## src/hw/mcelb_pkg.sv

```systemverilog
// Purpose: Shared constants, field positions and carrier types for the memory error log banks.
// Assumes: One clock, synchronous active-low reset, registers reached through the MSR port.
// Notes: Banks 8 to 11 map to local bank indices 0 to 3.
package mcelb_pkg;

  // Bank count and the architectural number of the first bank.
  localparam int unsigned MCELB_BANKS = 4;
  localparam int unsigned MCELB_FIRST_BANK = 8;

  // MSR indices: status of bank b at 2*b, misc at 2*b+1, control after the banks.
  localparam logic [3:0] MCELB_IDX_BANK_LIMIT = 4'h8;
  localparam logic [3:0] MCELB_IDX_CTRL = 4'h8;

  // Extended-logging control bit position.
  localparam int unsigned MCELB_CTRL_EXT_BIT = 1;

  // Status register field positions.
  localparam int unsigned MCELB_ST_CLASS_LSB = 0;
  localparam int unsigned MCELB_ST_CLASS_MSB = 15;
  localparam int unsigned MCELB_ST_MS_LSB = 16;
  localparam int unsigned MCELB_ST_MS_MSB = 31;
  localparam int unsigned MCELB_ST_FDEV_LSB = 32;
  localparam int unsigned MCELB_ST_FDEV_MSB = 36;
  localparam int unsigned MCELB_ST_RSVD_BIT = 37;

  // Miscellaneous register field positions.
  localparam int unsigned MCELB_MI_SDEV_LSB = 9;
  localparam int unsigned MCELB_MI_SDEV_MSB = 13;
  localparam int unsigned MCELB_MI_FMASK_LSB = 14;
  localparam int unsigned MCELB_MI_FMASK_MSB = 29;
  localparam int unsigned MCELB_MI_SMASK_LSB = 30;
  localparam int unsigned MCELB_MI_SMASK_MSB = 45;
  localparam int unsigned MCELB_MI_FRANK_LSB = 46;
  localparam int unsigned MCELB_MI_FRANK_MSB = 50;
  localparam int unsigned MCELB_MI_SRANK_LSB = 51;
  localparam int unsigned MCELB_MI_SRANK_MSB = 55;
  localparam int unsigned MCELB_MI_FSLOT_LSB = 56;
  localparam int unsigned MCELB_MI_FSLOT_MSB = 58;
  localparam int unsigned MCELB_MI_SSLOT_LSB = 59;
  localparam int unsigned MCELB_MI_SSLOT_MSB = 61;
  localparam int unsigned MCELB_MI_FVALID_BIT = 62;
  localparam int unsigned MCELB_MI_SVALID_BIT = 63;

  // Model-specific codes placed in status bits 31:16.
  localparam logic [15:0] MCELB_MS_NONE = 16'h0000;
  localparam logic [15:0] MCELB_MS_ADDR_PAR = 16'h0001;
  localparam logic [15:0] MCELB_MS_WB_DATA_PAR = 16'h0002;
  localparam logic [15:0] MCELB_MS_WR_BE_PAR = 16'h0004;
  localparam logic [15:0] MCELB_MS_SCRUB_CORR = 16'h0008;
  localparam logic [15:0] MCELB_MS_SCRUB_UNC = 16'h0010;
  localparam logic [15:0] MCELB_MS_SPARE_CORR = 16'h0020;
  localparam logic [15:0] MCELB_MS_SPARE_UNC = 16'h0040;

  // Upper byte of the compound memory error class code is always zero.
  localparam logic [7:0] MCELB_CLASS_HIGH = 8'h00;

  // Kind of error reported by the memory controller.
  typedef enum logic [2:0] {
    MCELB_K_READ_CORR = 3'h0,
    MCELB_K_ADDR_PAR = 3'h1,
    MCELB_K_WB_DATA_PAR = 3'h2,
    MCELB_K_WR_BE_PAR = 3'h3,
    MCELB_K_SCRUB_CORR = 3'h4,
    MCELB_K_SCRUB_UNC = 3'h5,
    MCELB_K_SPARE_CORR = 3'h6,
    MCELB_K_SPARE_UNC = 3'h7
  } mcelb_kind_e;

  // One error report from the memory controller.
  typedef struct packed {
    logic valid;
    logic [1:0] bank;
    logic [2:0] mmm;
    logic [3:0] cccc;
    mcelb_kind_e kind;
    logic [4:0] dev_id;
    logic [15:0] mask;
    logic [4:0] rank;
    logic [2:0] slot;
    logic [4:0] parity;
  } mcelb_event_s;

  // One MSR access request.
  typedef struct packed {
    logic rd;
    logic wr;
    logic [3:0] index;
    logic [63:0] wdata;
  } mcelb_msr_req_s;

  // Whole state of the top module.
  typedef struct packed {
    logic [MCELB_BANKS-1:0][63:0] status;
    logic [MCELB_BANKS-1:0][63:0] misc;
    logic ext_en;
    logic [63:0] rdata;
    logic rvalid;
    logic fault;
  } mcelb_state_s;

  localparam mcelb_state_s MCELB_STATE_RST = '0;

endpackage

```

## src/hw/mcelb_bank_upd.sv

```systemverilog
// Purpose: Next-value logic of one error log bank when an error report hits it.
// Assumes: Inputs already carry any software write of this cycle.
// Notes: Purely combinational; the top registers the result.
module mcelb_bank_upd
  import mcelb_pkg::*;
(
  input wire logic ext_en,
  input wire logic hit,
  input wire mcelb_event_s ev,
  input wire logic [63:0] status_in,
  input wire logic [63:0] misc_in,
  output logic [63:0] status_out,
  output logic [63:0] misc_out
);

  // Maps an error kind to its model-specific code; a corrected read carries none.
  function automatic logic [15:0] ms_code(input mcelb_kind_e kind);
    logic [15:0] code;
    code = MCELB_MS_NONE;
    unique case (kind)
      MCELB_K_READ_CORR: code = MCELB_MS_NONE;
      MCELB_K_ADDR_PAR: code = MCELB_MS_ADDR_PAR;
      MCELB_K_WB_DATA_PAR: code = MCELB_MS_WB_DATA_PAR;
      MCELB_K_WR_BE_PAR: code = MCELB_MS_WR_BE_PAR;
      MCELB_K_SCRUB_CORR: code = MCELB_MS_SCRUB_CORR;
      MCELB_K_SCRUB_UNC: code = MCELB_MS_SCRUB_UNC;
      MCELB_K_SPARE_CORR: code = MCELB_MS_SPARE_CORR;
      MCELB_K_SPARE_UNC: code = MCELB_MS_SPARE_UNC;
    endcase
    return code;
  endfunction

  logic corr_read;
  logic parity_kind;

  assign corr_read = ext_en && (ev.kind == MCELB_K_READ_CORR);
  assign parity_kind = (ev.kind == MCELB_K_WB_DATA_PAR) || (ev.kind == MCELB_K_WR_BE_PAR);

  // The event is applied on top of the software write so that capture wins a collision.
  always_comb begin
    status_out = status_in;
    misc_out = misc_in;
    if (hit) begin
      status_out[MCELB_ST_CLASS_MSB:MCELB_ST_CLASS_LSB] =
        {MCELB_CLASS_HIGH, 1'b1, ev.mmm, ev.cccc};
      status_out[MCELB_ST_MS_MSB:MCELB_ST_MS_LSB] = ms_code(ev.kind);
      if (corr_read) begin
        // The first device slot fills first; later errors go to the second slot once.
        if (!misc_in[MCELB_MI_FVALID_BIT]) begin
          status_out[MCELB_ST_FDEV_MSB:MCELB_ST_FDEV_LSB] = ev.dev_id;
          misc_out[MCELB_MI_FMASK_MSB:MCELB_MI_FMASK_LSB] = ev.mask;
          misc_out[MCELB_MI_FRANK_MSB:MCELB_MI_FRANK_LSB] = ev.rank;
          misc_out[MCELB_MI_FSLOT_MSB:MCELB_MI_FSLOT_LSB] = ev.slot;
          misc_out[MCELB_MI_FVALID_BIT] = 1'b1;
        end else if (!misc_in[MCELB_MI_SVALID_BIT]) begin
          misc_out[MCELB_MI_SDEV_MSB:MCELB_MI_SDEV_LSB] = ev.dev_id;
          misc_out[MCELB_MI_SMASK_MSB:MCELB_MI_SMASK_LSB] = ev.mask;
          misc_out[MCELB_MI_SRANK_MSB:MCELB_MI_SRANK_LSB] = ev.rank;
          misc_out[MCELB_MI_SSLOT_MSB:MCELB_MI_SSLOT_LSB] = ev.slot;
          misc_out[MCELB_MI_SVALID_BIT] = 1'b1;
        end
      end else if (!ext_en && parity_kind) begin
        misc_out[MCELB_MI_SDEV_MSB:MCELB_MI_SDEV_LSB] = ev.parity;
      end
    end
    // Bit 37 never holds information, whatever software writes.
    status_out[MCELB_ST_RSVD_BIT] = 1'b0;
  end

endmodule

```

## src/hw/mcelb_top.sv

```systemverilog
// Purpose: Error log banks 8 to 11 of the integrated memory controller, read and written as MSRs.
// Assumes: Error reports and MSR requests come from logic on CLOCK; no synchronisers needed.
// Notes: Architectural status and misc fields are plain software storage here.

// Contract
// - Memory controller errors are logged in banks 8 to 11, status plus misc each.
// - Status bits 15:0 hold the compound memory class code 1MMMCCCC.
// - Control bit 1 enables extra detail in both status and misc registers.
// - Status bits 31:16 hold the model-specific code of the error kind.
// - Extended logging stores the first failing device in status bits 36:32.
// - Extended logging stores the second failing device in misc bits 13:9.
// - Without extended logging, misc 13:9 hold parity detail for write parity errors.
// - Extended logging stores the first device bit mask in misc 29:14.
// - Extended logging stores the second device bit mask in misc 45:30.
// - Extended logging stores the first device failing rank in misc 50:46.
// - Extended logging stores the second device failing rank in misc 55:51.
// - Extended logging stores the first device failing slot in misc 58:56.
// - Extended logging stores the second device failing slot in misc 61:59.
// - Misc bit 62 is set once first device information is captured.
// - Misc bit 63 is set once second device information is captured.
module mcelb_top
  import mcelb_pkg::*;
(
  input wire logic CLOCK,
  input wire logic RESET_N,
  input wire mcelb_event_s ERR_EVENT,
  input wire mcelb_msr_req_s MSR_REQ,
  output logic [63:0] MSR_RDATA,
  output logic MSR_RVALID,
  output logic MSR_FAULT,
  output logic EXT_LOG_EN
);

  mcelb_state_s st_r;
  mcelb_state_s st_nxt;

  logic in_bank_range;
  logic is_ctrl;
  logic mapped;
  logic [1:0] req_bank;
  logic req_is_misc;
  logic [1:0] eb;
  logic [63:0] read_word;

  logic [MCELB_BANKS-1:0] wr_status_hit;
  logic [MCELB_BANKS-1:0] wr_misc_hit;
  logic [MCELB_BANKS-1:0] ev_hit;
  logic [MCELB_BANKS-1:0] rsvd_bits;
  logic [MCELB_BANKS-1:0][63:0] post_status;
  logic [MCELB_BANKS-1:0][63:0] post_misc;
  logic [MCELB_BANKS-1:0][63:0] upd_status;
  logic [MCELB_BANKS-1:0][63:0] upd_misc;

  // Address decode: indices below the limit pick a bank, its low bit picks misc over status.
  assign in_bank_range = MSR_REQ.index < MCELB_IDX_BANK_LIMIT;
  assign is_ctrl = MSR_REQ.index == MCELB_IDX_CTRL;
  assign mapped = in_bank_range || is_ctrl;
  assign req_bank = MSR_REQ.index[2:1];
  assign req_is_misc = MSR_REQ.index[0];
  assign eb = ERR_EVENT.bank;

  // One update slice per bank; the error report carries the bank it belongs to.
  for (genvar b = 0; b < MCELB_BANKS; b++) begin : g_bank
    assign wr_status_hit[b] = MSR_REQ.wr && in_bank_range && (req_bank == 2'(b)) && !req_is_misc;
    assign wr_misc_hit[b] = MSR_REQ.wr && in_bank_range && (req_bank == 2'(b)) && req_is_misc;
    assign ev_hit[b] = ERR_EVENT.valid && (eb == 2'(b));
    assign post_status[b] = wr_status_hit[b] ? MSR_REQ.wdata : st_r.status[b];
    assign post_misc[b] = wr_misc_hit[b] ? MSR_REQ.wdata : st_r.misc[b];
    assign rsvd_bits[b] = st_r.status[b][MCELB_ST_RSVD_BIT];

    mcelb_bank_upd u_upd (
      .ext_en(st_r.ext_en),
      .hit(ev_hit[b]),
      .ev(ERR_EVENT),
      .status_in(post_status[b]),
      .misc_in(post_misc[b]),
      .status_out(upd_status[b]),
      .misc_out(upd_misc[b])
    );
  end

  // Read multiplexer; unmapped indices read as zero and raise a fault.
  always_comb begin
    read_word = 64'h0000000000000000;
    if (in_bank_range) begin
      read_word = req_is_misc ? st_r.misc[req_bank] : st_r.status[req_bank];
    end else if (is_ctrl) begin
      read_word[MCELB_CTRL_EXT_BIT] = st_r.ext_en;
    end
  end

  // Next state: bank contents, control bit and the registered read answer.
  always_comb begin
    st_nxt = st_r;
    st_nxt.status = upd_status;
    st_nxt.misc = upd_misc;
    if (MSR_REQ.wr && is_ctrl) begin
      st_nxt.ext_en = MSR_REQ.wdata[MCELB_CTRL_EXT_BIT];
    end
    st_nxt.rvalid = MSR_REQ.rd;
    st_nxt.fault = (MSR_REQ.rd || MSR_REQ.wr) && !mapped;
    if (MSR_REQ.rd) begin
      st_nxt.rdata = read_word;
    end
  end

  // The whole block state lives in one register.
  always_ff @(posedge CLOCK) begin
    if (!RESET_N) begin
      st_r <= MCELB_STATE_RST;
    end else begin
      st_r <= st_nxt;
    end
  end

  // Outputs come straight from the state register.
  assign MSR_RDATA = st_r.rdata;
  assign MSR_RVALID = st_r.rvalid;
  assign MSR_FAULT = st_r.fault;
  assign EXT_LOG_EN = st_r.ext_en;

  // Helper terms for the checks below; they name the capture cases without a same-bank write to the words each check reads.
  logic first_cap;
  logic second_cap;
  logic parity_cap;
  logic ext_off_ev;

  assign first_cap = ERR_EVENT.valid && st_r.ext_en && (ERR_EVENT.kind == MCELB_K_READ_CORR) &&
    !st_r.misc[eb][MCELB_MI_FVALID_BIT] && !wr_misc_hit[eb] && !wr_status_hit[eb];
  assign second_cap = ERR_EVENT.valid && st_r.ext_en && (ERR_EVENT.kind == MCELB_K_READ_CORR) &&
    st_r.misc[eb][MCELB_MI_FVALID_BIT] && !st_r.misc[eb][MCELB_MI_SVALID_BIT] &&
    !wr_misc_hit[eb];
  assign parity_cap = ERR_EVENT.valid && !st_r.ext_en && !wr_misc_hit[eb] &&
    ((ERR_EVENT.kind == MCELB_K_WB_DATA_PAR) || (ERR_EVENT.kind == MCELB_K_WR_BE_PAR));
  assign ext_off_ev = ERR_EVENT.valid && !st_r.ext_en && !wr_misc_hit[eb];

  // Shorthands for the checks: the hit bank's words, each bank's code field, report kinds.
  logic [63:0] ev_st;
  logic [63:0] ev_mi;
  logic ev_corr;
  logic ev_par;
  logic [MCELB_BANKS-1:0][15:0] ms_field;

  assign ev_st = st_r.status[eb];
  assign ev_mi = st_r.misc[eb];
  assign ev_corr = ERR_EVENT.valid && (ERR_EVENT.kind == MCELB_K_READ_CORR);
  assign ev_par = ERR_EVENT.valid &&
    ((ERR_EVENT.kind == MCELB_K_WB_DATA_PAR) || (ERR_EVENT.kind == MCELB_K_WR_BE_PAR));
  for (genvar b = 0; b < MCELB_BANKS; b++) begin : g_ms
    assign ms_field[b] = st_r.status[b][MCELB_ST_MS_MSB:MCELB_ST_MS_LSB];
  end
endmodule

```

## config.mk

```make
export PLATFORM = sky130hd
export DESIGN_NAME = mcelb_top
export DESIGN_NICKNAME = d
export VERILOG_FILES = /design/src/hw/mcelb_pkg.sv /design/src/hw/mcelb_bank_upd.sv /design/src/hw/mcelb_top.sv
export SDC_FILE = /design/constraint.sdc
export NUM_CORES = 1
export LEC_CHECK = 0
export ABC_AREA = 1
export BUFFER_PORTS_ARGS = -buffer_cell sky130_fd_sc_hd__buf_2
export CAP_MARGIN = 30
export CELL_PAD_IN_SITES_DETAIL_PLACEMENT = 1
export CELL_PAD_IN_SITES_GLOBAL_PLACEMENT = 2
export CORE_MARGIN = 1.5
export CORE_UTILIZATION = 31
export CTS_CLUSTER_SIZE = 25
export DETAILED_ROUTE_END_ITERATION = 10
export PLACE_DENSITY = 0.88
export SLEW_MARGIN = 10
export SYNTH_ARGS = -nofsm -noshare
export SYNTH_HDL_FRONTEND = slang
export SYNTH_SLANG_ARGS = --single-unit
```

## constraint.sdc

```tcl
create_clock -name CLOCK -period 1.8 [get_ports CLOCK]
set_input_delay 0.27 -clock CLOCK [delete_from_list [all_inputs] [get_ports CLOCK]]
set_output_delay 0.27 -clock CLOCK [all_outputs]
set_load 0.05 [all_outputs]
```

# Word-level counts from Yosys, hierarchy flattened

Memory sizes are Yosys's and may differ from the RTL's.
Cells that the tools add are included.

$add $sub $neg: 0
Multiply operators: 0
Div/mod/pow operators: 0
Order comparisons: 2
Eq/ne operators: 9
Shift-type cells: 0
Multiplexer cells: 93
Bitwise operators: 1
Reduce and logical (&&, ||, !) cells: 38

Operator list:

| cell                                                                          | count |
|---|---|
| 64-bit two-way mux                                                            | 11 |
| 64-bit binary-select mux with 2-bit select                                    | 2 |
| 55-bit two-way mux                                                            | 4 |
| 50-bit two-way mux                                                            | 4 |
| 16-bit two-way mux                                                            | 12 |
| 5-bit two-way mux                                                             | 36 |
| 37-bit two-way mux                                                            | 4 |
| 62-bit two-way mux                                                            | 1 |
| 3-bit two-way mux                                                             | 12 |
| 1-bit logical AND                                                             | 21 |
| 2-bit equality test (second input constant)                                   | 4 |
| 2-bit nonzero test                                                            | 4 |
| 2-bit OR reduction                                                            | 4 |
| 1-bit two-way mux                                                             | 7 |
| 3-bit by 2-bit equality test with 1-bit output (second input constant)        | 2 |
| 2-bit by 1-bit equality test with 1-bit output (second input constant)        | 2 |
| 4-bit equality test (second input constant)                                   | 1 |
| 2-bit logical NOT                                                             | 2 |
| 4-bit less-than comparator (second input constant)                            | 1 |
| 1-bit logical NOT                                                             | 3 |
| 3-bit logical NOT                                                             | 1 |
| 1-bit logical OR                                                              | 3 |
| 2-bit by 3-bit less-than comparator with 1-bit output (second input constant) | 1 |
| 1-bit NOT                                                                     | 1 |

Flip-flop bits (word level): 579
Bits in latches: 0
Bits in writable memories: 0
ROM bits: 224
Input port bits: 119
Output and inout port bits: 67
Word-level logic and storage cells: 179
Memories: 4

Memories:

| name             | depth | width | rd ports | clocked after Yosys merged registers in | wr ports | RTL line             | text |
|---|---|---|---|---|---|---|---|
| (name not given) | 8     | 7     | 1        | 0                                       | 0        | mcelb_bank_upd.sv:20 | `unique case (kind)` |
| (name not given) | 8     | 7     | 1        | 0                                       | 0        | mcelb_bank_upd.sv:20 |  |
| (name not given) | 8     | 7     | 1        | 0                                       | 0        | mcelb_bank_upd.sv:20 |  |
| (name not given) | 8     | 7     | 1        | 0                                       | 0        | mcelb_bank_upd.sv:20 |  |

# Longest topological paths before layout

Gate-level depths: netlist (run 1).

Depth in word-level cells: 9
Mapped depth: 11
Mapped depth without buffers: 11

# Hierarchy

A second synthesis (run 1) with hierarchy kept.

Cell total of the unflattened synthesis: 5848
Area, all modules: 34070.2 um^2

By module, submodules not included:

| module         | instances | cells each | area each (um^2) | seq. area each (um^2) |
|---|---|---|---|---|
| mcelb_top      | 1         | 4428       | 27669.0          | 11591.1 |
| mcelb_bank_upd | 4         | 355        | 1600.3           | 0.0 |

# Least setup slack after synthesis (run 1)

No wires, ideal clock.

Path type: reg-to-reg
Start point: register st_r (netlist bit EXT_LOG_EN)
End point: register st_r[229] in the netlist's numbering
Library setup time: 0.113 ns
Arrival time: 1.920 ns
Required time: 1.687 ns
Setup slack: -0.233 ns
Stages on the path, launching flop included: 10
Path buffers: 2
Period minus slack after synthesis: 2.033 ns
Cell sequence: dfxtp_1 inv_1 nor3_4 nand2_1 inv_1 nand3_1 buf_2 buf_2 nor2_1 nor2_1

Cells in the longest elaborated chain, start to end: 3

RTL lines:

| element                | RTL line             | text |
|---|---|---|
| from (decl)            | mcelb_top.sv:34      | `mcelb_state_s st_r;` |
| from (signal assigned) | mcelb_top.sv:112     | `st_r <= st_nxt;` |
| 1-bit logical AND      | mcelb_bank_upd.sv:36 | `assign corr_read = ext_en && (ev.kind == MCELB_K_READ_CORR);` |
| 50-bit two-way mux     | mcelb_bank_upd.sv:47 | `if (corr_read) begin` |
| 55-bit two-way mux     | mcelb_bank_upd.sv:43 | `if (hit) begin` |

No other way between the ends.
A chain may end at the register's enable or synchronous reset.

# Worst setup path after layout (run 1)

Start point: register st_r (netlist bit EXT_LOG_EN)
End point: register st_r[217] in the netlist's numbering

Same word-level chain as after synthesis.

==> results.sh, run 1 <==
export IMPL_grt_util_all_layers_pct=25.33
export IMPL_route_detailed_drc=0
export IMPL_dp_cells=5342
export IMPL_syn_nets=4209
export IMPL_final_cells=5551
export IMPL_cp_slowest_stage_delay_ns=0.35
export IMPL_viasPerCell=5.351
export IMPL_gr_total_overflow=0
export IMPL_ios=186
export IMPL_yosysUniqueCellTypes=31
export IMPL_cp_startpoint="EXT_LOG_EN"
export IMPL_crit_type="reg2reg"
export IMPL_setup_viol=1
export IMPL_power_internal_mw=21.89
export IMPL_clk_path_buf_depth=3
export IMPL_critPathSlowestCell="dfxtp_4"
export IMPL_path_clk_slew_ns=0.06
export IMPL_numClockSinks=575
export IMPL_min_from="MSR_REQ[1]"
export IMPL_hold_violations=0
export IMPL_dr_pass1_iters=5
export IMPL_critPathMaxFanout=7
export IMPL_chipHeight_um=300.8
export IMPL_start_kind="flop"
export IMPL_finalClockSkew_ns=0.02316
export IMPL_fin_tns_setup_ns=-0.03092
export IMPL_gp_congestion=0.8908
export IMPL_clock_root_buffer="clkbuf_16"
export IMPL_yosysWarnings=0
export IMPL_ir_worst_vdd_uv=521.9
export IMPL_dieArea_mm2=0.09047
export IMPL_utilization_pct=39.33
export IMPL_p_clk_share_pct=46.6
export IMPL_grt_first_pass_wirelength_um=179300
export IMPL_crit_chain="inv_2, nor3_4, buf_4, nand2_4, buf_4, nor2_4, buf_12, clkbuf_16, o21ai_0, a21oi_1"
export IMPL_fin_crit_sh_pct=101.7
export IMPL_max_freq_ghz=0.5462
export IMPL_layout_common_cells="1,098 x nand2_1, 574 x dfxtp_1, 493 x o21ai_0, 379 x inv_1, 335 x a21oi_1"
export IMPL_ys_ff_latch=575
export IMPL_powerDensity_mw_per_mm2=864.0
export IMPL_fin_crit_ns=1.831
export IMPL_max_slew_margin_rel_pct=55.16
export IMPL_coreArea_mm2=0.08810
export IMPL_maxSlewViolCount=0
export IMPL_leakagePower_nw=15.43
export IMPL_first_global_vias=29510
export IMPL_cp_common_cell="buf_4"
export IMPL_grt_start_max_net_pins=111
export IMPL_detail_route_wl_per_cell_um=21.46
export IMPL_whs_ns=0.02990
export IMPL_area_growth_pct=26.05
export IMPL_place_ws_ns=-0.3208
export IMPL_rsz0062_at_grt="true"
export IMPL_violations="setup timing"
export IMPL_status="complete, but fails checks"
export IMPL_drive_above_1_share_pct=14.16
export IMPL_htree_levels=3
export IMPL_fp_dieW_um=300.8
export IMPL_crit_arrival_ns=2.38
export IMPL_hold_path_class="in2reg"
export IMPL_required_ns=2.35
export IMPL_antenna_found_initial=8
export IMPL_portBuffers=185
export IMPL_dp_hpwl_um=79570
export IMPL_wl_um=119100
export IMPL_drt_antenna_violating_nets=0
export IMPL_sw_frac_of_total_pct=26.89
export IMPL_clock_latency_ns=0.63
export IMPL_yosysSeqAreaShare_pct=41.87
export IMPL_final_common_cell="nand2_1"
export IMPL_cts_made_buffers=67
export IMPL_syn_area_per_cell_um2=6.721
export IMPL_maxCapViolations=0
export IMPL_cts_tree="built"
export IMPL_p_seq_share_pct=43.6
export IMPL_synth_cells=4090
export IMPL_worstMarginPinSlew_ns=0.6727
export IMPL_p_sw_mw=8.049
export IMPL_synth_area_mm2=0.02749
export IMPL_std_cell_rows=109
export IMPL_r2r_start="EXT_LOG_EN"
export IMPL_fin_nets=4457
export IMPL_start_util_pct=31.20
export IMPL_setup_slack_ns=-0.03092
export IMPL_vias=29700
export IMPL_drt_initial_drc_count=2293
export IMPL_cp_end_kind="flop"
export IMPL_power_frac_comb_pct=9.7
==> cells in the mapped netlist, drive strengths merged <==
master	number	area share (%)
o22ai	69	1.6
clkbuf	218	3.0
a21oi	335	6.1
a22oi	148	4.0
nor3	6	0.19
nand2	1110	15
nor2	257	3.6
a211oi	25	0.68
a22o	4	0.13
o221ai	13	0.41
inv	395	5.4
o21ai	505	9.2
a221oi	2	0.064
clkinv	3	0.041
buf	138	3.0
nand4	15	0.34
nand3	246	4.5
a31oi	2	0.046
o211ai	23	0.63
a2111oi	1	0.032
dfxtp	575	42
==> cells by family after synthesis <==
family / synth area share [%]
buffers and inverters: 11.42
AND/OR/NAND/NOR: 23.81
AO/OA/AOI/OAI: 22.90
flip-flops: 41.87
==> flip-flops by register name, indices dropped and copies added, names as in the netlist <==
register,flops
MSR_RVALID,1
EXT_LOG_EN,1
MSR_FAULT,1
ms_field,64
st_r,444
MSR_RDATA,64
==> path summary, 6_finish.rpt <==
| kind | endpoint | slack [ns] | cells past startpoint |
|---|---|---|---|
| setup / recovery | st_r[217] | -0.03 | 10 |
| hold / removal | st_r[196] | 0.03 | 3 |
| setup reg to reg | st_r[217] | -0.03 | 10 |
| hold reg to reg | st_r[496] | 0.45 | 2 |
==> what timing repair did <==
item,4_1_cts,5_1_grt
endpoints found under the hold margin,184,0
buffers inserted,5,6
hold buffers,72,0
pin swaps,3,4
endpoints found under the setup margin,134,146
gates resized for setup,5,16
gates cloned,2,7
==> stage by stage <==
step	cell area, µm²	total power, mW
after floorplan	27490	14.60
after CTS	34350	30.08
after detailed placement	31310	16.06
after global routing	34650	30.77
after global placement	31310	16.02
final	34650	29.94
==> power groups by stage <==
stage          logic [mW]  clock network, mW  registers, mW
4_1_cts              2.87               14.1           13.1
3_5_place_dp         2.72                  0           13.3
3_3_place_gp         2.68                  0           13.3
2_1_floorplan        1.28                  0           13.3
6_report             2.92               14.0           13.1
5_1_grt              3.11               14.6           13.1
==> worst max-delay path: cells and delay by family, from the launching register on <==
| kind | cells | cell delay [ns] |
|---|---|---|
| DFF | 1 | 0.35 |
| AOI/OAI and AO/OA | 2 | 0.27 |
| buffers and inverters | 5 | 0.71 |
| and+or+nand+nor | 3 | 0.43 |
==> layout make-up <==
class	instances	area [µm²]
multi-input cells	2761	13010
repair buffers	535	4975
diodes	1	2.502
well taps	1165	1458
clock inverters	17	217.7
flip-flops and latches	575	11510
inverters	398	1496
clock buffers	99	1977
fillers	11100	53450
==> layer usage <==
metal | vias to the layer above | wire length [µm] | part of all wire, % | global-route usage, %
met1 | 14710 | 52750 | 44 | 33.57
met4 | 10 | 2883 | 2.4 | 7.550
met2 | 918 | 56420 | 47 | 42.58
met3 | 186 | 6988 | 5.9 | 3.506
li1 | 13880 | - | - | -
met5 | - | 60 | 0.050 | 0
Power figures use the tool's default switching activity.
==> run 2, diff against run 1 <==
--- a/config.mk
+++ b/config.mk
@@ -11,10 +11,10 @@
 export CELL_PAD_IN_SITES_DETAIL_PLACEMENT = 1
 export CELL_PAD_IN_SITES_GLOBAL_PLACEMENT = 2
 export CORE_MARGIN = 1.5
-export CORE_UTILIZATION = 31
+export CORE_UTILIZATION = 34
 export CTS_CLUSTER_SIZE = 25
 export DETAILED_ROUTE_END_ITERATION = 10
-export PLACE_DENSITY = 0.88
+export PLACE_DENSITY = 0.79
 export SLEW_MARGIN = 10
 export SYNTH_ARGS = -nofsm -noshare
 export SYNTH_HDL_FRONTEND = slang
==> constraint.sdc (replaced) <==
create_clock -name CLOCK -period 2 [get_ports CLOCK]
set_input_delay 0.3 -clock CLOCK [delete_from_list [all_inputs] [get_ports CLOCK]]
set_output_delay 0.3 -clock CLOCK [all_outputs]
set_load 0.05 [all_outputs]
==> run 2 against run 1 <==
  * The flow now finishes without violations
  * Non-clock buffer count is 132 lower
  * Design area down 4.7%
  * Critical path depth did not move
  * Total power decreased by 9.3%
  * Worst hold slack got worse by 0.0066 ns
  * Critical endpoint is now st_r[290]
  * Register-to-register slack better by 0.18 ns
  * Clock-buffer cell count grew 7
  * Utilization grew 1.8 points
  * Sequential cell count is the same
  * Largest power group unchanged
  * Sequential power fell by 9.9%
==> results.sh, run 2 (same netlist as run 1, synthesis figures left out) <==
export IMPL_status="complete, no violations"
export IMPL_cp_end_kind="flop"
export IMPL_critPathMaxFanout=47
export IMPL_cts_resized_gates=0
export IMPL_grt_first_pass_wirelength_um=175000
export IMPL_p_sw_mw=7.159
export IMPL_power_frac_comb_pct=8.9
export IMPL_postCtsSetupBuffers=0
export IMPL_required_ns=2.52
export IMPL_viasPerCell=5.329
export IMPL_post_route_cell_area_mm2=0.03302
export IMPL_fin_crit_sh_pct=92.49
export IMPL_maxSlewViolCount=0
export IMPL_final_common_cell="nand2_1"
export IMPL_std_cell_rows=104
export IMPL_grt_start_max_net_pins=79
export IMPL_first_global_vias=28270
export IMPL_htree_levels=3
export IMPL_utilization_pct=41.12
export IMPL_rsz0062_at_grt="false"
export IMPL_path_clk_slew_ns=0.06
export IMPL_leakagePower_nw=14.71
export IMPL_largest_reg_flops=444
export IMPL_p_clk_share_pct=47.8
export IMPL_cts_tree="built"
export IMPL_hold_violations=0
export IMPL_dpl_cell_area_mm2=0.03048
export IMPL_max_freq_ghz=0.5406
export IMPL_wl_um=113700
export IMPL_fp_dieW_um=287.3
export IMPL_setup_viol=0
export IMPL_grt_util_all_layers_pct=27.35
export IMPL_fillers=10150
export IMPL_detail_route_wl_per_cell_um=21.38
export IMPL_ir_worst_vdd_uv=499.9
export IMPL_crit_arrival_ns=2.37
export IMPL_top_register="st_r"
export IMPL_vias=28350
export IMPL_worstMarginPinSlew_ns=0.6111
export IMPL_gr_total_overflow=0
export IMPL_worstReg2RegEnd="st_r[290]"
export IMPL_dr_pass1_iters=5
export IMPL_coreArea_mm2=0.08029
export IMPL_hold_path_class="in2reg"
export IMPL_drt_initial_drc_count=1916
export IMPL_fin_tns_setup_ns=0
export IMPL_start_util_pct=34.24
export IMPL_route_detailed_drc=0
export IMPL_clock_root_buffer="clkbuf_16"
export IMPL_sw_frac_of_total_pct=26.38
export IMPL_gp_congestion=0.8346
export IMPL_fin_nets=4328
export IMPL_r2r_cells=10
export IMPL_area_growth_pct=20.10
export IMPL_dieArea_mm2=0.08257
export IMPL_crit_type="reg2reg"
export IMPL_regToRegSetupSlack_ns=0.15
export IMPL_drt_antenna_violating_nets=0
export IMPL_min_to="st_r[568]"
export IMPL_chipHeight_um=287.3
export IMPL_whs_ns=0.02332
export IMPL_start_kind="flop"
export IMPL_finalClockSkew_ns=0.01931
export IMPL_drive_above_1_share_pct=12.57
export IMPL_min_path_cells=3
export IMPL_maxCapViolations=0
export IMPL_power_internal_mw=19.98
export IMPL_clock_latency_ns=0.63
export IMPL_ios=186
export IMPL_max_slew_margin_rel_pct=59.21
export IMPL_portBuffers=185
export IMPL_powerDensity_mw_per_mm2=822.0
export IMPL_p_seq_share_pct=43.3
export IMPL_r2r_start="EXT_LOG_EN"
export IMPL_layout_common_cells="1,101 x nand2_1, 574 x dfxtp_1, 494 x o21ai_0, 382 x inv_1, 335 x a21oi_1"
export IMPL_cts_made_buffers=70
export IMPL_min_from="MSR_REQ[53]"
export IMPL_clk_path_buf_depth=3
export IMPL_antenna_found_initial=9
export IMPL_fin_crit_ns=1.850
export IMPL_dp_hpwl_um=75960
export IMPL_numClockSinks=575
## run 2: cell type report
| type | count | area [µm²] | share of cell area (%) |
|---|---|---|---|
| Tap cell | 1060 | 1326 | 4.017 |
| Clock inverter | 14 | 186.4 | 0.5647 |
| Timing Repair Buffer | 403 | 3381 | 10.24 |
| Antenna cell | 2 | 5.005 | 0.01516 |
| Inverter | 398 | 1496 | 4.532 |
| Multi-Input combinational cell | 2761 | 12990 | 39.34 |
| Clock buffer | 106 | 2120 | 6.420 |
| Sequential cell | 575 | 11510 | 34.87 |
## run 2: worst max-delay path by stage
stage                            from         to  slack, ns  depth (start not counted)
after CTS                  EXT_LOG_EN  st_r[290]       0.16                         10
after global routing       EXT_LOG_EN  st_r[164]       0.04                         10
after detailed placement  MSR_REQ[68]   st_r[74]      -0.12                         11
after global placement    MSR_REQ[67]  st_r[323]      -0.05                         13
final                      EXT_LOG_EN  st_r[290]       0.15                         10
after floorplan            EXT_LOG_EN  st_r[229]       0.17                          9
## run 2: what timing repair did
action | CTS | global route
endpoints found under the hold margin | 56 | 0
hold buffers | 23 | 0
endpoints found under the setup margin | 0 | 0
## run 2: through the flow
stage	worst slack [ns]	power (mW)	std cells
floorplan	0.1653	13.14	4090
global placement	-0.04822	14.33	5174
detailed placement	-0.1158	14.35	5174
CTS	0.1641	27.39	5317
global route	0.04057	28.04	5319
finish	0.1502	27.14	5319
## run 2: power by group through the flow
stage	Clock (mW)	Combinational (mW)	Sequential (mW)
final	13.0	2.41	11.8
after CTS	13.2	2.40	11.8
after global placement	0	2.33	12.0
after global routing	13.7	2.60	11.8
after detailed placement	0	2.35	12.0
after floorplan	0	1.15	12.0
## run 2: worst max-delay path, stage by stage (launching register included)
cell	delay [ns]
dfxtp_2	0.33
inv_1	0.10
nor3_4	0.21
buf_4	0.18
nand2_1	0.17
inv_1	0.13
nand3_2	0.10
buf_12	0.20
buf_4	0.17
nor2_1	0.08
nor2_1	0.05
## run 2: metal layers
layer	wire length, µm	part of all wire [%]	GRT usage (%)	vias up
li1	-	-	-	13610
met1	53070	47	37.63	13880
met2	52650	46	45.00	681
met3	5467	4.8	3.159	170
met4	2555	2.2	7.579	0
met5	0	0	0	-
==> run 3, diff against run 2 <==
--- a/config.mk
+++ b/config.mk
@@ -5,16 +5,16 @@
 export SDC_FILE = /design/constraint.sdc
 export NUM_CORES = 1
 export LEC_CHECK = 0
-export ABC_AREA = 1
-export BUFFER_PORTS_ARGS = -buffer_cell sky130_fd_sc_hd__buf_2
+export BUFFER_PORTS_ARGS = -buffer_cell sky130_fd_sc_hd__clkbuf_2
 export CAP_MARGIN = 30
 export CELL_PAD_IN_SITES_DETAIL_PLACEMENT = 1
 export CELL_PAD_IN_SITES_GLOBAL_PLACEMENT = 2
 export CORE_MARGIN = 1.5
-export CORE_UTILIZATION = 34
+export CORE_UTILIZATION = 38
+export CTS_BUF_LIST = sky130_fd_sc_hd__clkbuf_4
 export CTS_CLUSTER_SIZE = 25
 export DETAILED_ROUTE_END_ITERATION = 10
-export PLACE_DENSITY = 0.79
+export PLACE_DENSITY = 0.8
 export SLEW_MARGIN = 10
 export SYNTH_ARGS = -nofsm -noshare
 export SYNTH_HDL_FRONTEND = slang
==> run 3 against run 2 <==
  * Utilization grew 7.6 points
  * The run now ends with setup timing left
  * Worst setup slack lost 0.24 ns
  * First-iteration DRC count grew 18%
  * Final cell count shrank 11%
  * Clock power shrank 12%
  * Clock skew grew 0.057 ns
  * Synthesized cell count shrank 17%
  * Sequential power is essentially flat
  * Sequential share of layout area shrank 2.6 points
  * Critical path depth shrank 5
  * Design area grew 8.2%
==> results.sh, run 3 <==
export IMPL_fp_dieW_um=275.9
export IMPL_final_common_cell="nand2_1"
export IMPL_multiInputGateArea_mm2=0.01539
export IMPL_crit_type="reg2reg"
export IMPL_start_kind="flop"
export IMPL_required_ns=2.88
export IMPL_yosysMostFrequentCell="nand2_1"
export IMPL_dp_hpwl_um=72450
export IMPL_finalClockSkew_ns=0.07604
export IMPL_use_met2_pct=51.57
export IMPL_coreArea_mm2=0.07333
export IMPL_route_detailed_drc=0
export IMPL_gr_max_usage_layer="met2"
export IMPL_fin_crit_ns=2.089
export IMPL_setup_slack_ns=-0.08941
export IMPL_largest_reg_flops=444
export IMPL_wl_um=121800
export IMPL_portBuffers=185
export IMPL_violations="setup timing"
export IMPL_clk_path_buf_depth=3
export IMPL_cts_tree="built"
export IMPL_synth_ff_type="dfxtp_1"
export IMPL_power_frac_comb_pct=10.3
export IMPL_critPathSlowestCell="or3b_4"
export IMPL_fin_nets=3761
export IMPL_top_register="st_r"
export IMPL_crit_chain="or3b_4, or2_4, a211o_4, clkbuf_16, a311oi_2"
export IMPL_std_cell_rows=99
export IMPL_setup_viol=94
export IMPL_syn_nets=3521
export IMPL_dpl_cell_area_mm2=0.03049
export IMPL_start_util_pct=38.58
export IMPL_fin_tns_setup_ns=-2.755
export IMPL_powerDensity_mw_per_mm2=722.3
export IMPL_vias=28150
export IMPL_gp_congestion=0.8581
export IMPL_p_clk_share_pct=44.1
export IMPL_ff_latch_area_mm2=0.01154
export IMPL_clock_latency_ns=1.04
export IMPL_yosys_top_cells_count="982 x nand2_1, 575 x dfxtp_1, 454 x nor2_1"
export IMPL_synthArstFlopShare_pct=0
export IMPL_yosysWarnings=0
export IMPL_grt_first_pass_wirelength_um=176200
export IMPL_worstMarginPinSlew_ns=0.6798
export IMPL_drive_above_1_share_pct=27.94
export IMPL_detail_route_wl_per_cell_um=25.79
export IMPL_clock_root_buffer="clkbuf_4"
export IMPL_yosysUniqueCellTypes=42
export IMPL_synth_cells=3402
export IMPL_area_growth_pct=26.32
export IMPL_ir_worst_vdd_uv=426.0
export IMPL_path_buf_inv=1
export IMPL_path_clk_slew_ns=0.07
export IMPL_netlist_area_leader_share_pct=40.69
export IMPL_maxSlewViolCount=0
export IMPL_max_slew_margin_rel_pct=54.68
export IMPL_post_route_cell_area_mm2=0.03574
export IMPL_cp_slowest_stage_delay_ns=0.42
export IMPL_htree_levels=4
export IMPL_hold_path_class="in2reg"
export IMPL_cts_made_buffers=160
export IMPL_crit_arrival_ns=2.97
export IMPL_dr_pass1_iters=6
export IMPL_synthTopCellsByArea="dfxtp_1 41%, nand2_1 13%, mux4_2 10%"
export IMPL_sw_frac_of_total_pct=28.01
export IMPL_power_internal_mw=18.58
export IMPL_layout_common_cells="974 x nand2_1, 559 x dfxtp_1, 359 x nor2_1, 251 x a21oi_1, 250 x clkbuf_4"
export IMPL_leakagePower_nw=12.80
export IMPL_p_seq_share_pct=45.7
export IMPL_rsz0062_at_grt="true"
export IMPL_yosysSeqAreaShare_pct=40.69
export IMPL_viasPerCell=5.961
export IMPL_dp_cells=4279
export IMPL_grt_util_all_layers_pct=30.38
export IMPL_critPathMaxFanout=7
export IMPL_cp_end_kind="flop"
export IMPL_maxCapViolations=0
export IMPL_synth_edff_count=0
export IMPL_status="complete, but fails checks"
export IMPL_dieArea_mm2=0.07610
export IMPL_place_ws_ns=-0.1571
export IMPL_crit_family="simple AND/OR/NAND/NOR gates"
export IMPL_drt_antenna_violating_nets=0
export IMPL_antenna_found_initial=7
export IMPL_gr_total_overflow=0
export IMPL_p_sw_mw=7.232
export IMPL_synth_top_cell_by_area="dfxtp_1"
export IMPL_first_global_vias=29900
export IMPL_fillers=8580
export IMPL_chipHeight_um=275.9
export IMPL_grtUsageMet3_pct=5.698
export IMPL_hold_violations=0
export IMPL_grt_start_max_net_pins=81
export IMPL_numClockSinks=575
export IMPL_max_freq_ghz=0.4786
export IMPL_grt_use_met1_pct=37.36
export IMPL_final_cells=4722
export IMPL_ys_ff_latch=575
export IMPL_drt_initial_drc_count=2259
export IMPL_syn_area_per_cell_um2=8.316
export IMPL_synth_area_mm2=0.02829
export IMPL_ios=186
export IMPL_fin_crit_sh_pct=104.5
[run 3: cell count changes after synthesis, moves of 49 or more]
cell	previous run	this run
o21ai_0	494	58
nand2_1	1106	982
a21oi_1	335	251
nand3_1	244	21
nor2_1	252	454
a311oi_2	0	64
buf_4	66	115
mux4_2	0	127
inv_1	382	0
a311oi_1	0	193
mux2i_1	0	63
o22ai_1	69	5
a22oi_1	148	0
[run 3: path summary, 6_finish.rpt]
kind / cells past startpoint / from / end / slack, ns
max: 5 / EXT_LOG_EN / st_r[175] / -0.09
min: 4 / ERR_EVENT[40] / st_r[518] / 0.15
max reg2reg: 5 / EXT_LOG_EN / st_r[175] / -0.09
min reg2reg: 2 / st_r[195] / st_r[195] / 0.45
[run 3: power by group through the flow]
stage / Combinational [mW] / Clock [mW] / Sequential (mW)
floorplan: 1.38 / 0 / 12.0
global placement: 2.26 / 0 / 12.0
detailed placement: 2.32 / 0 / 12.0
CTS: 2.57 / 11.6 / 11.8
global route: 2.79 / 12.2 / 11.8
finish: 2.65 / 11.4 / 11.8
[run 3: worst reg2reg max path: cells and delay by family (launching register included)]
family                 cells  cell delay [ns]
AOI/OAI and AO/OA          2             0.59
buffers and inverters      1             0.25
DFF                        1             0.40
and+or+nand+nor            2             0.72
[run 3: per-stage QoR]
step	hold WS [ns]	util, %	power [mW]
after floorplan	0.4217	-	13.38
after global placement	0.4378	41.58	14.27
after detailed placement	0.4487	41.58	14.36
after CTS	0.02279	46.99	25.92
after global routing	0.1069	48.74	26.78
final	0.1457	48.74	25.82
[run 3: cells by family after synthesis]
family | count (synthesis) | share of synthesized area, %
buf+inv | 443 | 7.974
simple gates | 1513 | 20.78
flops | 575 | 40.69
mux | 210 | 13.13
compound gates | 661 | 17.43
[run 3: area by class of cell]
cell class,instances,area share [%]
diodes,5,0.03501
clock buffers,229,4.810
clock inverters,49,0.9733
inverters,2,0.04201
multi-input cells,2384,43.06
flip-flops and latches,575,32.28
well taps,959,3.357
repair buffers,519,15.45
[run 3: timing repair]
item	4_1_cts	5_1_grt
endpoints found under the hold margin	575	0
hold buffers	128	0
setup endpoints to repair	197	230
buffers inserted	2	3
gates resized for setup	152	184
cloned	0	27
pin swaps	1	5
[run 3: routing by layer]
layer / up-vias / share of wire (%)
met5: - / 0.016
met3: 340 / 6.5
met2: 1157 / 48
met1: 14370 / 41
met4: 4 / 3.9
li1: 12270 / -
